File: src/shared/pns_regs.vh
`ifndef PNS_REGS_VH
`define PNS_REGS_VH

// register word addresses
`define PNS_ADDR_W          8
`define PNS_DATA_W          16
`define PNS_A_NEG_EXP       8'h06
`define PNS_A_NX_TX         8'h07
`define PNS_A_PHY_STS       8'h10
`define PNS_A_FC_CNT        8'h14
`define PNS_A_RXERR_CNT     8'h15
`define PNS_A_TENMEG        8'h18
`define PNS_A_IRQ_STS       8'h1C
`define PNS_A_IRQ_MASK      8'h1D

// next page transmit fields
`define PNS_NX_REQ_BIT      15
`define PNS_NX_RSV_BIT      14
`define PNS_NX_MS_BIT       13
`define PNS_NX_CMPL_BIT     12
`define PNS_NX_TOG_BIT      11
`define PNS_NX_CODE_HI      10
`define PNS_NX_CODE_LO      0
`define PNS_NX_CODE_W       11
`define PNS_NX_REQ_RST      1'h0
`define PNS_NX_MS_RST       1'h1
`define PNS_NX_CMPL_RST     1'h0
`define PNS_NX_TOG_RST      1'h0
`define PNS_NX_CODE_RST     11'h001

// combined status fields (15:14 reserved)
`define PNS_ST_RXERR_BIT    13
`define PNS_ST_POL_BIT      12
`define PNS_ST_FC_BIT       11
`define PNS_ST_SD_BIT       10
`define PNS_ST_LOCK_BIT     9
`define PNS_ST_PAGE_BIT     8

// negotiation expansion fields
`define PNS_EX_PDF_BIT      4
`define PNS_EX_LPNP_BIT     3
`define PNS_EX_NPABLE_BIT   2
`define PNS_EX_PAGE_BIT     1
`define PNS_EX_LPAN_BIT     0
`define PNS_EX_NPABLE_VAL   1'h1

// ten megabit status field
`define PNS_TM_POL_BIT      4

// counters
`define PNS_CNT_W           8
`define PNS_CNT_RST         8'h00
`define PNS_CNT_MAX         8'hFF

// sticky flag indices
`define PNS_F_RXERR         0
`define PNS_F_FC            1
`define PNS_F_POL           2
`define PNS_F_PAGE          3
`define PNS_F_SD_DROP       4
`define PNS_F_LOCK_DROP     5
`define PNS_F_PDF           6
`define PNS_F_IRQ0          7
`define PNS_NUM_FLAGS       13
`define PNS_NUM_IRQ         6
`define PNS_FLAG_RST        13'h0030
`define PNS_IRQ_MASK_RST    6'h00

`endif

File: src/core/pns_flag.v
`timescale 1ns/1ps
// sticky flag: set beats clear in the same cycle
module pns_flag #(
	parameter RST_VAL = 1'b0
) (
	input  wire clk,
	input  wire resetn,
	input  wire ce,
	input  wire set,
	input  wire clr,
	output reg  q
);

	always @(posedge clk)
	begin
		if (!resetn)
			q <= RST_VAL;
		else if (ce)
		begin
			if (set)
				q <= 1'b1;
			else if (clr)
				q <= 1'b0;
		end
	end

endmodule // pns_flag

File: src/core/pns_top.v
`timescale 1ns/1ps
`include "pns_regs.vh"
// How it works
// - bit 12 of next page register is read/write comply acknowledge, reset 0.
// - bit 11 is read-only toggle, inverse of previous exchanged word toggle.
// - bits 10:0 are read/write code; message code when bit 13 set.
// - code field resets to 001, the null message page.
// - status bits 15:14 reserved, writes ignored, read zero.
// - status bit 13 latches on receive error, cleared by reading 0x15.
// - status bit 12 latches on polarity inversion; cleared by ten meg read, not status read.
// - status bit 11 latches on false carrier, cleared by reading 0x14.
// - status bit 10 reports signal detect as latch-low, reset 0.
// - status bit 9 reports descrambler lock as latch-low, reset 0.
// - status bit 8 copies page received; only expansion read clears it.
// - bit 15 read/write next page request reset 0; bit 14 reads zero.
// - page received sets on received code word, cleared by expansion read.
module pns_top #(
	parameter CNT_W = `PNS_CNT_W
) (
	input  wire                      CORE_CLK,
	input  wire                      RESETN,
	input  wire                      CE,
	input  wire                      SW_RESET,
	input  wire [`PNS_ADDR_W-1:0]    ADDR,
	input  wire [`PNS_DATA_W-1:0]    WDATA,
	input  wire                      WE,
	input  wire                      RE,
	output reg  [`PNS_DATA_W-1:0]    RDATA,
	output wire                      IRQ,
	input  wire                      RX_ERROR_EVENT,
	input  wire                      FALSE_CARRIER_EVENT,
	input  wire                      POLARITY_INVERTED,
	input  wire                      SIGNAL_DETECT,
	input  wire                      DESCRAMBLER_LOCK,
	input  wire                      PAGE_RECEIVED_EVENT,
	input  wire                      RX_TOGGLE,
	input  wire                      PARALLEL_FAULT_EVENT,
	input  wire                      LP_NEXT_PAGE_ABLE,
	input  wire                      LP_NEG_ABLE,
	input  wire                      WORD_EXCHANGED,
	input  wire                      EXCHANGED_TOGGLE,
	output reg                       MORE_PAGES_REQUEST,
	output reg                       MESSAGE_PAGE_FLAG,
	output reg                       COMPLY_ACKNOWLEDGE,
	output reg                       NEXT_TOGGLE,
	output reg  [`PNS_NX_CODE_W-1:0] NEXT_CODE
);

	////////////////////////////////////////////////////////////////////////
	// decode

	// software reset acts like the pin reset on every piece of state
	wire rst_n = RESETN & ~SW_RESET;

	wire wr_nx    = WE & (ADDR == `PNS_A_NX_TX);
	wire wr_fc    = WE & (ADDR == `PNS_A_FC_CNT);
	wire wr_rxerr = WE & (ADDR == `PNS_A_RXERR_CNT);
	wire wr_mask  = WE & (ADDR == `PNS_A_IRQ_MASK);

	wire rd_exp   = RE & (ADDR == `PNS_A_NEG_EXP);
	wire rd_sts   = RE & (ADDR == `PNS_A_PHY_STS);
	wire rd_fc    = RE & (ADDR == `PNS_A_FC_CNT);
	wire rd_rxerr = RE & (ADDR == `PNS_A_RXERR_CNT);
	wire rd_tm    = RE & (ADDR == `PNS_A_TENMEG);
	wire rd_irq   = RE & (ADDR == `PNS_A_IRQ_STS);

	////////////////////////////////////////////////////////////////////////
	// next page transmit register

	always @(posedge CORE_CLK)
	begin
		if (!rst_n)
		begin
			MORE_PAGES_REQUEST <= `PNS_NX_REQ_RST;
			MESSAGE_PAGE_FLAG  <= `PNS_NX_MS_RST;
			COMPLY_ACKNOWLEDGE <= `PNS_NX_CMPL_RST;
			NEXT_CODE          <= `PNS_NX_CODE_RST;
		end
		else if (CE && wr_nx)
		begin
			MORE_PAGES_REQUEST <= WDATA[`PNS_NX_REQ_BIT];
			MESSAGE_PAGE_FLAG  <= WDATA[`PNS_NX_MS_BIT];
			COMPLY_ACKNOWLEDGE <= WDATA[`PNS_NX_CMPL_BIT];
			NEXT_CODE <= WDATA[`PNS_NX_CODE_HI:`PNS_NX_CODE_LO];
		end
	end

	// toggle is hardware owned; a software write never reaches it
	always @(posedge CORE_CLK)
	begin
		if (!rst_n)
			NEXT_TOGGLE <= `PNS_NX_TOG_RST;
		else if (CE && WORD_EXCHANGED)
			NEXT_TOGGLE <= ~EXCHANGED_TOGGLE;
	end

	////////////////////////////////////////////////////////////////////////
	// event counters, sticky at full scale, cleared by a read

	reg  [CNT_W-1:0] fc_count;
	reg  [CNT_W-1:0] rxerr_count;
	wire [CNT_W-1:0] cnt_max = {CNT_W{1'b1}};

	always @(posedge CORE_CLK)
	begin
		if (!rst_n)
		begin
			fc_count    <= {CNT_W{1'b0}};
			rxerr_count <= {CNT_W{1'b0}};
		end
		else if (CE)
		begin
			// an event in the reading cycle restarts the count at one
			if (wr_fc)
				fc_count <= WDATA[CNT_W-1:0];
			else if (rd_fc)
				fc_count <= {{(CNT_W-1){1'b0}}, FALSE_CARRIER_EVENT};
			else if (FALSE_CARRIER_EVENT && fc_count != cnt_max)
				fc_count <= fc_count + {{(CNT_W-1){1'b0}}, 1'b1};
			if (wr_rxerr)
				rxerr_count <= WDATA[CNT_W-1:0];
			else if (rd_rxerr)
				rxerr_count <= {{(CNT_W-1){1'b0}}, RX_ERROR_EVENT};
			else if (RX_ERROR_EVENT && rxerr_count != cnt_max)
				rxerr_count <= rxerr_count + {{(CNT_W-1){1'b0}}, 1'b1};
		end
	end

	////////////////////////////////////////////////////////////////////////
	// latch-low history

	reg sd_prev;
	reg lock_prev;

	always @(posedge CORE_CLK)
	begin
		if (!rst_n)
		begin
			sd_prev   <= 1'b0;
			lock_prev <= 1'b0;
		end
		else if (CE)
		begin
			sd_prev   <= SIGNAL_DETECT;
			lock_prev <= DESCRAMBLER_LOCK;
		end
	end

	wire sd_fall   = sd_prev & ~SIGNAL_DETECT;
	wire lock_fall = lock_prev & ~DESCRAMBLER_LOCK;

	////////////////////////////////////////////////////////////////////////
	// sticky flags

	wire [`PNS_NUM_FLAGS-1:0] flag_set;
	wire [`PNS_NUM_FLAGS-1:0] flag_clr;
	wire [`PNS_NUM_FLAGS-1:0] flag;
	// a constant, so each flag instance can take its own reset bit
	localparam [`PNS_NUM_FLAGS-1:0] flag_rst = `PNS_FLAG_RST;
	wire [`PNS_NUM_IRQ-1:0]   irq_event;
	reg  [`PNS_NUM_IRQ-1:0]   irq_mask;

	assign flag_set[`PNS_F_RXERR]     = RX_ERROR_EVENT;
	assign flag_clr[`PNS_F_RXERR]     = rd_rxerr;
	assign flag_set[`PNS_F_FC]        = FALSE_CARRIER_EVENT;
	assign flag_clr[`PNS_F_FC]        = rd_fc;
	assign flag_set[`PNS_F_POL]       = POLARITY_INVERTED;
	assign flag_clr[`PNS_F_POL]       = rd_tm;
	assign flag_set[`PNS_F_PAGE]      = PAGE_RECEIVED_EVENT;
	assign flag_clr[`PNS_F_PAGE]      = rd_exp;
	// drop history resets set so both latch-low bits read 0 at start
	assign flag_set[`PNS_F_SD_DROP]   = ~SIGNAL_DETECT;
	assign flag_clr[`PNS_F_SD_DROP]   = rd_sts;
	assign flag_set[`PNS_F_LOCK_DROP] = ~DESCRAMBLER_LOCK;
	assign flag_clr[`PNS_F_LOCK_DROP] = rd_sts;
	assign flag_set[`PNS_F_PDF]       = PARALLEL_FAULT_EVENT;
	assign flag_clr[`PNS_F_PDF]       = rd_exp;

	assign irq_event = {lock_fall, sd_fall, PAGE_RECEIVED_EVENT,
		POLARITY_INVERTED & ~flag[`PNS_F_POL], FALSE_CARRIER_EVENT,
		RX_ERROR_EVENT};
	assign flag_set[`PNS_NUM_FLAGS-1:`PNS_F_IRQ0] = irq_event;
	assign flag_clr[`PNS_NUM_FLAGS-1:`PNS_F_IRQ0] = {`PNS_NUM_IRQ{rd_irq}};

	genvar gi;
	generate
		for (gi = 0; gi < `PNS_NUM_FLAGS; gi = gi + 1)
		begin : g_flag
			pns_flag #(
				.RST_VAL (flag_rst[gi])
			) u_flag (
				.clk    (CORE_CLK),
				.resetn (rst_n),
				.ce     (CE),
				.set    (flag_set[gi]),
				.clr    (flag_clr[gi]),
				.q      (flag[gi])
			);
		end
	endgenerate

	always @(posedge CORE_CLK)
	begin
		if (!rst_n)
			irq_mask <= `PNS_IRQ_MASK_RST;
		else if (CE && wr_mask)
			irq_mask <= WDATA[`PNS_NUM_IRQ-1:0];
	end

	assign IRQ = |(flag[`PNS_NUM_FLAGS-1:`PNS_F_IRQ0] & irq_mask);

	////////////////////////////////////////////////////////////////////////
	// read words

	reg [`PNS_DATA_W-1:0] nx_word;
	reg [`PNS_DATA_W-1:0] sts_word;
	reg [`PNS_DATA_W-1:0] exp_word;
	reg [`PNS_DATA_W-1:0] tm_word;
	reg [`PNS_DATA_W-1:0] rd_mux;

	always @*
	begin
		nx_word = {`PNS_DATA_W{1'b0}};
		nx_word[`PNS_NX_REQ_BIT]  = MORE_PAGES_REQUEST;
		nx_word[`PNS_NX_MS_BIT]   = MESSAGE_PAGE_FLAG;
		nx_word[`PNS_NX_CMPL_BIT] = COMPLY_ACKNOWLEDGE;
		nx_word[`PNS_NX_TOG_BIT]  = NEXT_TOGGLE;
		nx_word[`PNS_NX_CODE_HI:`PNS_NX_CODE_LO] = NEXT_CODE;

		sts_word = {`PNS_DATA_W{1'b0}};
		sts_word[`PNS_ST_RXERR_BIT] = flag[`PNS_F_RXERR];
		sts_word[`PNS_ST_POL_BIT]   = flag[`PNS_F_POL];
		sts_word[`PNS_ST_FC_BIT]    = flag[`PNS_F_FC];
		sts_word[`PNS_ST_SD_BIT]    =
			SIGNAL_DETECT & ~flag[`PNS_F_SD_DROP];
		sts_word[`PNS_ST_LOCK_BIT]  =
			DESCRAMBLER_LOCK & ~flag[`PNS_F_LOCK_DROP];
		sts_word[`PNS_ST_PAGE_BIT]  = flag[`PNS_F_PAGE];

		exp_word = {`PNS_DATA_W{1'b0}};
		exp_word[`PNS_EX_PDF_BIT]    = flag[`PNS_F_PDF];
		exp_word[`PNS_EX_LPNP_BIT]   = LP_NEXT_PAGE_ABLE;
		exp_word[`PNS_EX_NPABLE_BIT] = `PNS_EX_NPABLE_VAL;
		exp_word[`PNS_EX_PAGE_BIT]   = flag[`PNS_F_PAGE];
		exp_word[`PNS_EX_LPAN_BIT]   = LP_NEG_ABLE;

		tm_word = {`PNS_DATA_W{1'b0}};
		tm_word[`PNS_TM_POL_BIT] = flag[`PNS_F_POL];

		case (ADDR)
			`PNS_A_NEG_EXP:   rd_mux = exp_word;
			`PNS_A_NX_TX:     rd_mux = nx_word;
			`PNS_A_PHY_STS:   rd_mux = sts_word;
			`PNS_A_FC_CNT:    rd_mux = {{(`PNS_DATA_W-CNT_W){1'b0}}, fc_count};
			`PNS_A_RXERR_CNT: rd_mux = {{(`PNS_DATA_W-CNT_W){1'b0}}, rxerr_count};
			`PNS_A_TENMEG:    rd_mux = tm_word;
			`PNS_A_IRQ_STS:
				rd_mux = {{(`PNS_DATA_W-`PNS_NUM_IRQ){1'b0}},
					flag[`PNS_NUM_FLAGS-1:`PNS_F_IRQ0]};
			`PNS_A_IRQ_MASK:
				rd_mux = {{(`PNS_DATA_W-`PNS_NUM_IRQ){1'b0}}, irq_mask};
			default:          rd_mux = {`PNS_DATA_W{1'b0}};
		endcase
	end

	// data stand only in the cycle after the strobe, zero otherwise
	always @(posedge CORE_CLK)
	begin
		if (!rst_n)
			RDATA <= {`PNS_DATA_W{1'b0}};
		else if (CE)
			RDATA <= RE ? rd_mux : {`PNS_DATA_W{1'b0}};
	end

endmodule // pns_top

File: config.mk
export PLATFORM = sky130hd
export DESIGN_NAME = pns_top
export DESIGN_NICKNAME = d
export VERILOG_FILES = /design/src/core/pns_flag.v /design/src/core/pns_top.v
export VERILOG_INCLUDE_DIRS = /design/src /design/src/shared
export SDC_FILE = /design/constraint.sdc
export NUM_CORES = 1
export LEC_CHECK = 0
export CORE_MARGIN = 2
export CORE_UTILIZATION = 55
export DETAILED_ROUTE_END_ITERATION = 8
export DONT_BUFFER_PORTS = 1
export PLACE_DENSITY = 0.68
export SKIP_LAST_GASP = 1
export SYNTH_ARGS = -nofsm -noshare
export SYNTH_HDL_FRONTEND = slang
export SYNTH_SLANG_ARGS = --single-unit
File: constraint.sdc
create_clock -name CORE_CLK -period 2 [get_ports CORE_CLK]
set_input_delay 0.2 -clock CORE_CLK [delete_from_list [all_inputs] [get_ports CORE_CLK]]
set_output_delay 0.2 -clock CORE_CLK [all_outputs]
set_load 0.03 [all_outputs]
Word level (Yosys, flattened, before mapping)
Cells that the tools add are included.
W data, S select, Z words.
{ "totals": {"output_inout_bits": 32, "ff_bits": 68, "ram_bits": 0, "mem_bits_ro": 0, "memories": 0, "word_cells": 123, "latch_bits": 0, "in_bits": 42} }
{ "op_classes": {"order_cmp": 0, "multipliers": 0, "eq_ne": 12, "div_mod_pow": 0, "n_mux": 27, "add_sub_neg": 2, "n_reduce_logical": 34, "n_bitwise": 24, "shifts": 0} }
{ "ops": {"columns": ["cell", "count"], "rows": [
  ["$pmux W16 S8", 1],
  ["$eq A8 B5 Y1 const B", 6],
  ["$mux W8", 6],
  ["$reduce_and A2 Y1", 15],
  ["$reduce_bool A2 Y1", 11],
  ["$mux W1", 19],
  ["$add A8 B1 Y8 const B", 2],
  ["$and A1 B1 Y1", 16],
  ["$eq A8 B3 Y1 const B", 2],
  ["$mux W16", 1],
  ["$ne A8 B8 Y1 const B", 2],
  ["$not A1 Y1", 7],
  ["$and A6 B6 Y6", 1],
  ["$reduce_bool A3 Y1", 2],
  ["$reduce_or A6 Y1", 1],
  ["$logic_and A1 B1 Y1", 5],
  ["$ne A2 B1 Y1 const B", 2]
]} }

Longest topological paths before layout
{ "logic_depth": {"depth_word": 5, "ltp_mapped": 7, "depth_no_buf": 5} }

Modules after synthesis
Synthesis repeated with hierarchy kept, for this count alone.
{ "hier_totals": {"hier_cells": 404, "area_unflattened_um2": 3439.5} }
{ "by_module_without_submodules": {"columns": ["mod", "area_per_inst_um2", "cells_each", "n_inst"], "rows": [
  ["pns_top", 2937.8, 352, 1],
  ["pns_flag at g_flag[0].u_flag ...", 38.8, 4, 11],
  ["pns_flag at g_flag[4].u_flag ...", 37.5, 4, 2]
]} }

Worst setup path after synthesis
OpenSTA, ideal clock, no wires.
{ "synth_path": {"path_type": "input to register", "startpoint": "input ADDR[5]", "endpoint": "register NEXT_CODE[0]", "stages": 6, "arrival_ns": 1.641, "setup_time_ns": 0.130, "path_slack_ns": 0.229, "path_cell_list": "or4b_1 -> buf_4 -> nor3_4 -> buf_6 -> mux2i_1 -> nand2_1"} }
{ "synth_between": {"elab_chain_cells": 3} }
{ "synth_lines": {"columns": ["item", "line", "source"], "rows": [
  ["start, declared", "pns_top.v:24", "input wire [`PNS_ADDR_W-1:0] ADDR,"],
  ["$eq A8 B3 Y1", null, null],
  ["$and A1 B1 Y1", "pns_top.v:55", "wire wr_nx = WE & (ADDR == `PNS_A_NX_TX);"],
  ["$logic_and A1 B1 Y1", "pns_top.v:79", "else if (CE && wr_nx)"],
  ["end signal, assigned", "pns_top.v:77", "NEXT_CODE <= `PNS_NX_CODE_RST;"],
  ["end signal, assigned", "pns_top.v:84", "NEXT_CODE <= WDATA[`PNS_NX_CODE_HI:`PNS_NX_CODE_LO];"],
  ["end, declared", "pns_top.v:46", "output reg [`PNS_NX_CODE_W-1:0] NEXT_CODE"]
]} }
No other way between the ends.
A chain may end at the register's enable or synchronous reset.

Worst setup path in the final report
{ "layout_path": {"startpoint": "register fc_count[1]", "endpoint": "register fc_count[7]"} }
{ "layout_between": {"elab_chain_cells": 4, "word_cells_on_any_way": 8} }
{ "layout_lines": {"columns": ["item", "line", "source"], "rows": [
  ["start, declared", "pns_top.v:100", "reg [CNT_W-1:0] fc_count;"],
  ["start signal, assigned", "pns_top.v:108", "fc_count <= {CNT_W{1'b0}};"],
  ["start signal, assigned", "pns_top.v:115", "fc_count <= WDATA[CNT_W-1:0];"],
  ["start signal, assigned", "pns_top.v:117", "fc_count <= {{(CNT_W-1){1'b0}}, FALSE_CARRIER_EVENT};"],
  ["$add A8 B1 Y8 / $ne A8 B8 Y1 (equally long branches)", "pns_top.v:119, pns_top.v:118", null],
  ["$mux W8 / $logic_and A1 B1 Y1 (equally long branches)", "pns_top.v:118", "else if (FALSE_CARRIER_EVENT && fc_count != cnt_max)"],
  ["$mux W8 / $reduce_bool A3 Y1 (equally long branches)", null, null],
  ["$mux W8 / $reduce_and A2 Y1 (equally long branches)", null, null]
]} }
Parallel ways exist; a longest one is shown, timed or not. The select of a mux whose other input is x is not followed.

==> summary.md <==
| Metric | Value |
|---|---|
| TNS Setup | 0 ns |
| Leakage | 1.36 nW |
| WHS Endpoint | NEXT_CODE[5]$_SDFFE_PN0P_ |
| Initial antenna violation count | 0 |
| Sink Count | 67 |
| GPL Wtd Cong | 0.921 |
| Pwr dens | 658 nW/um2 |
| Hold path depth | 2 |
| Share of layout cells above drive strength 1 | 12.0% |
| Seq/Total Area, Yosys | 37.3% |
| Run status | completed |
| Routed Antenna Nets | 0 |
| YS warnings | 0 |
| DR vias | 3590 |
| Fin nets | 490 |
| Die X | 84.8 um |
| Sw Pwr | 681 uW |
| Post-synth EDFFs | 0 |
| Min setup slack post-route | 0.150 ns |
| Critical path type | reg -> reg |
| Worst-Margin Slew | 0.811 ns |
| TritonCTS clock tree | yes |
| Worst Reg-to-Reg Cells | 5 |
| Critical R2R Launch | fc_count[1]$_SDFFE_PN0P_ |
| Post-Route WL | 11.3 mm |
| Cts repair resizes | 0 |
| Global-route wire length before repair | 17.7 mm |
| Hold Path Origin | WDATA[5] |
| Max FO, Critical Path | 6 |
| Max Cap Viol | 0 |
| Drt first pass iters | 6 |
| Synthesized area | 3590 um2 |
| Worst-path clk slew | 0.07 ns |
| R2R Setup Slk | 0.15 ns |
| P_int | 2.01 mW |
| Clk buf depth | 2 |
| CP startpoint kind | register |
| Starting DRT DRC Count | 368 |
| Crit path launch | fc_count[1]$_SDFFE_PN0P_ |
| Worst Path Required | 2.21 ns |
| N_diodes | 0 |
| Clk_lat worst skew | 0.35 ns |
| Number of H-tree levels | 3 |
| Synth cell types | 61 |
| Fin crit period | 1.85 ns |
| Vias in the first global route | 3344 |
| Starting Density | 56.6% |
| DP Cell Count | 498 |
| Hold slack | 0.0102 ns |
| Core footprint | 6350 um2 |
| Clock power share | 42.4% |
| Worst r2r dst | fc_count[7]$_SDFFE_PN0P_ |
| Post-Syn Nets | 469 |
| Worst vdd ir | 819 uV |
| FMAX | 0.541 GHz |
| #FFs+latches synth | 67 |
| DRC | 0 |
| Final hold violations | 0 |
| Die area | 7190 um2 |
| Net Sw Frac | 25.3% |
| I/O pin total | 74 |
| Die Height | 84.8 um |
| Slew Limit Headroom | 45.2% |
| Crit path DAT | 2.06 ns |
| Primary FF master, synth | dfxtp_1 |
| GRT Util Overall | 31.7% |
| HPWL Detailed | 8.11 mm |
| # rows | 29 |
| Mapped Cells | 425 |
| Wire per inst | 21.5 um |
| Avg Cell Area, Syn | 8.45 um2 |
| Routed vias/inst | 6.80 |
| Fillers | 543 |
| Post-layout util | 64.4% |
| Total CTS buffers | 9 |
| Dpl ws | 0.214 ns |
| RSZ-0062 raised after global routing | false |
| Fin crit share | 92.5% |
| Layout area overhead | 13.9% |
| Ys async rst share | 0% |
| Skew final | 0.00827 ns |
| Setup violations, final | 0 |
| GRT Residual Overflow | 0 |
| Pin count of the biggest net entering global routing | 38 |
| # port buffers | 0 |
| Crit. End Element | register |
| Tightest Hold Check Type | in -> reg |
| Gate power share | 7.2% |
| Seq pwr share | 50.5% |
| Finished Layout Cells | 528 |
| Root Driver | clkbuf_8 |
| Max-slew violation count | 0 |
-- layout by cell type (no fill, tap or decap), types with 4 or more instances in the layout --
cell type,instances
nand3b_1,7
a32oi_1,5
nor4b_1,5
a22oi_1,24
a21oi_1,26
o22ai_1,8
nand2_1,39
o21ai_0,17
nor2b_1,10
nand3_1,11
clkbuf_8,9
nand4_1,5
and3_1,4
nor3_1,11
o31ai_1,6
dfxtp_1,67
a211oi_1,5
mux2i_1,27
dlygate4sd3_1,14
inv_1,11
buf_4,21
nor2_1,47
-- synth_stat cells, drive strengths merged, types with 3 or more instances --
master,instances,area (um2)
nand4,5,31.3
or4,3,26.3
mux2,3,33.8
a22oi,24,180
dfxtp,67,1340
nand2,39,146
o31ai,6,45.0
inv,11,41.3
a2bb2oi,3,26.3
clkbuf,18,67.6
o21bai,3,22.5
nor4b,5,43.8
or3,3,18.8
a21oi,26,130
nor2,47,176
o21ai,17,85.1
nand3,12,65.1
o32ai,3,26.3
and3,4,25.0
a221oi,3,26.3
nor4,3,40.0
nor3,13,87.6
a32oi,5,43.8
buf,8,50.0
mux2i,27,270
nor2b,10,62.6
nand2b,3,18.8
o22ai,8,50.1
nand3b,7,52.6
a222oi,3,30.0
a211oi,5,37.5
-- power groups by stage --
stage               clock, mW  combinational [mW]  sequential (mW)
floorplan                   0               0.144             1.39
finish                   1.14               0.193             1.36
global placement            0               0.164             1.39
detailed placement          0               0.165             1.39
global route             1.22               0.206             1.36
CTS                      1.16               0.188             1.36
-- cell families (layout without fill, tap and decap cells) --
logic type / Yosys count / after routing / share of synthesized area (%)
AOI/OAI and AO/OA: 124 / 124 / 23.9
adders and majority gates: 2 / 2 / 0.697
buffers and inverters: 37 / 63 / 4.42
DFF: 67 / 67 / 37.3
muxes: 31 / 31 / 9.09
other: 1 / 1 / 0.104
and+or+nand+nor: 163 / 163 / 24.4
-- critical path: stages (launching register included) --
cell and delay, ns:
dfxtp_1 0.42, ha_1 0.25, nand4_1 0.17, o21a_1 0.24
o211ai_1 0.46, o22ai_1 0.18
-- how the worst max path moves through the flow --
stage / end / cells past startpoint
global placement: fc_count[3]$_SDFFE_PN0P_ / 5
floorplan: NEXT_CODE[0]$_SDFFE_PN1P_ / 6
detailed placement: fc_count[7]$_SDFFE_PN0P_ / 5
global route: fc_count[7]$_SDFFE_PN0P_ / 5
CTS: fc_count[7]$_SDFFE_PN0P_ / 5
finish: fc_count[7]$_SDFFE_PN0P_ / 5
-- layout make-up --
type                    count  area, um2  area share (%)
flip-flops and latches     67       1340            32.8
well taps                  77       96.3            2.36
clock inverters             7       75.1            1.84
inverters                  11       41.3            1.01
repair buffers             36        318            7.77
clock buffers               9        124            3.03
multi-input cells         321       2090            51.2
-- through the flow --
stage	instance area (um2)	total power, mW
after detailed placement	3750	1.55
after CTS	4090	2.71
after global placement	3750	1.55
final	4090	2.69
after global routing	4090	2.78
after floorplan	3590	1.53
-- routing by layer --
| layer | up-vias | routed length [um] | part of all wire [%] | GRT usage [%] |
|---|---|---|---|---|
| li1 | 1648 | - | - | - |
| met1 | 1725 | 5070 | 45 | 45.0 |
| met2 | 199 | 5000 | 44 | 46.6 |
| met3 | 18 | 1070 | 9.4 | 8.07 |
| met4 | 0 | 206 | 1.8 | 11.8 |
| met5 | - | 0 | 0 | 0 |
-- timing repair --
action | in CTS | in global routing
buffers inserted | 0 | 0
endpoints found under the hold margin | 13 | 0
hold buffers | 14 | 0
-- state kept, by name, summed over array words and instances, names as in the netlist --
signal              count
COMPLY_ACKNOWLEDGE      1
MESSAGE_PAGE_FLAG       1
MORE_PAGES_REQUEST      1
NEXT_CODE              11
NEXT_TOGGLE             1
RDATA                  15
fc_count                8
g_flag.u_flag.q        13
irq_mask                6
lock_prev               1
rxerr_count             8
sd_prev                 1
No activity file was read; power rests on OpenSTA's default activity.
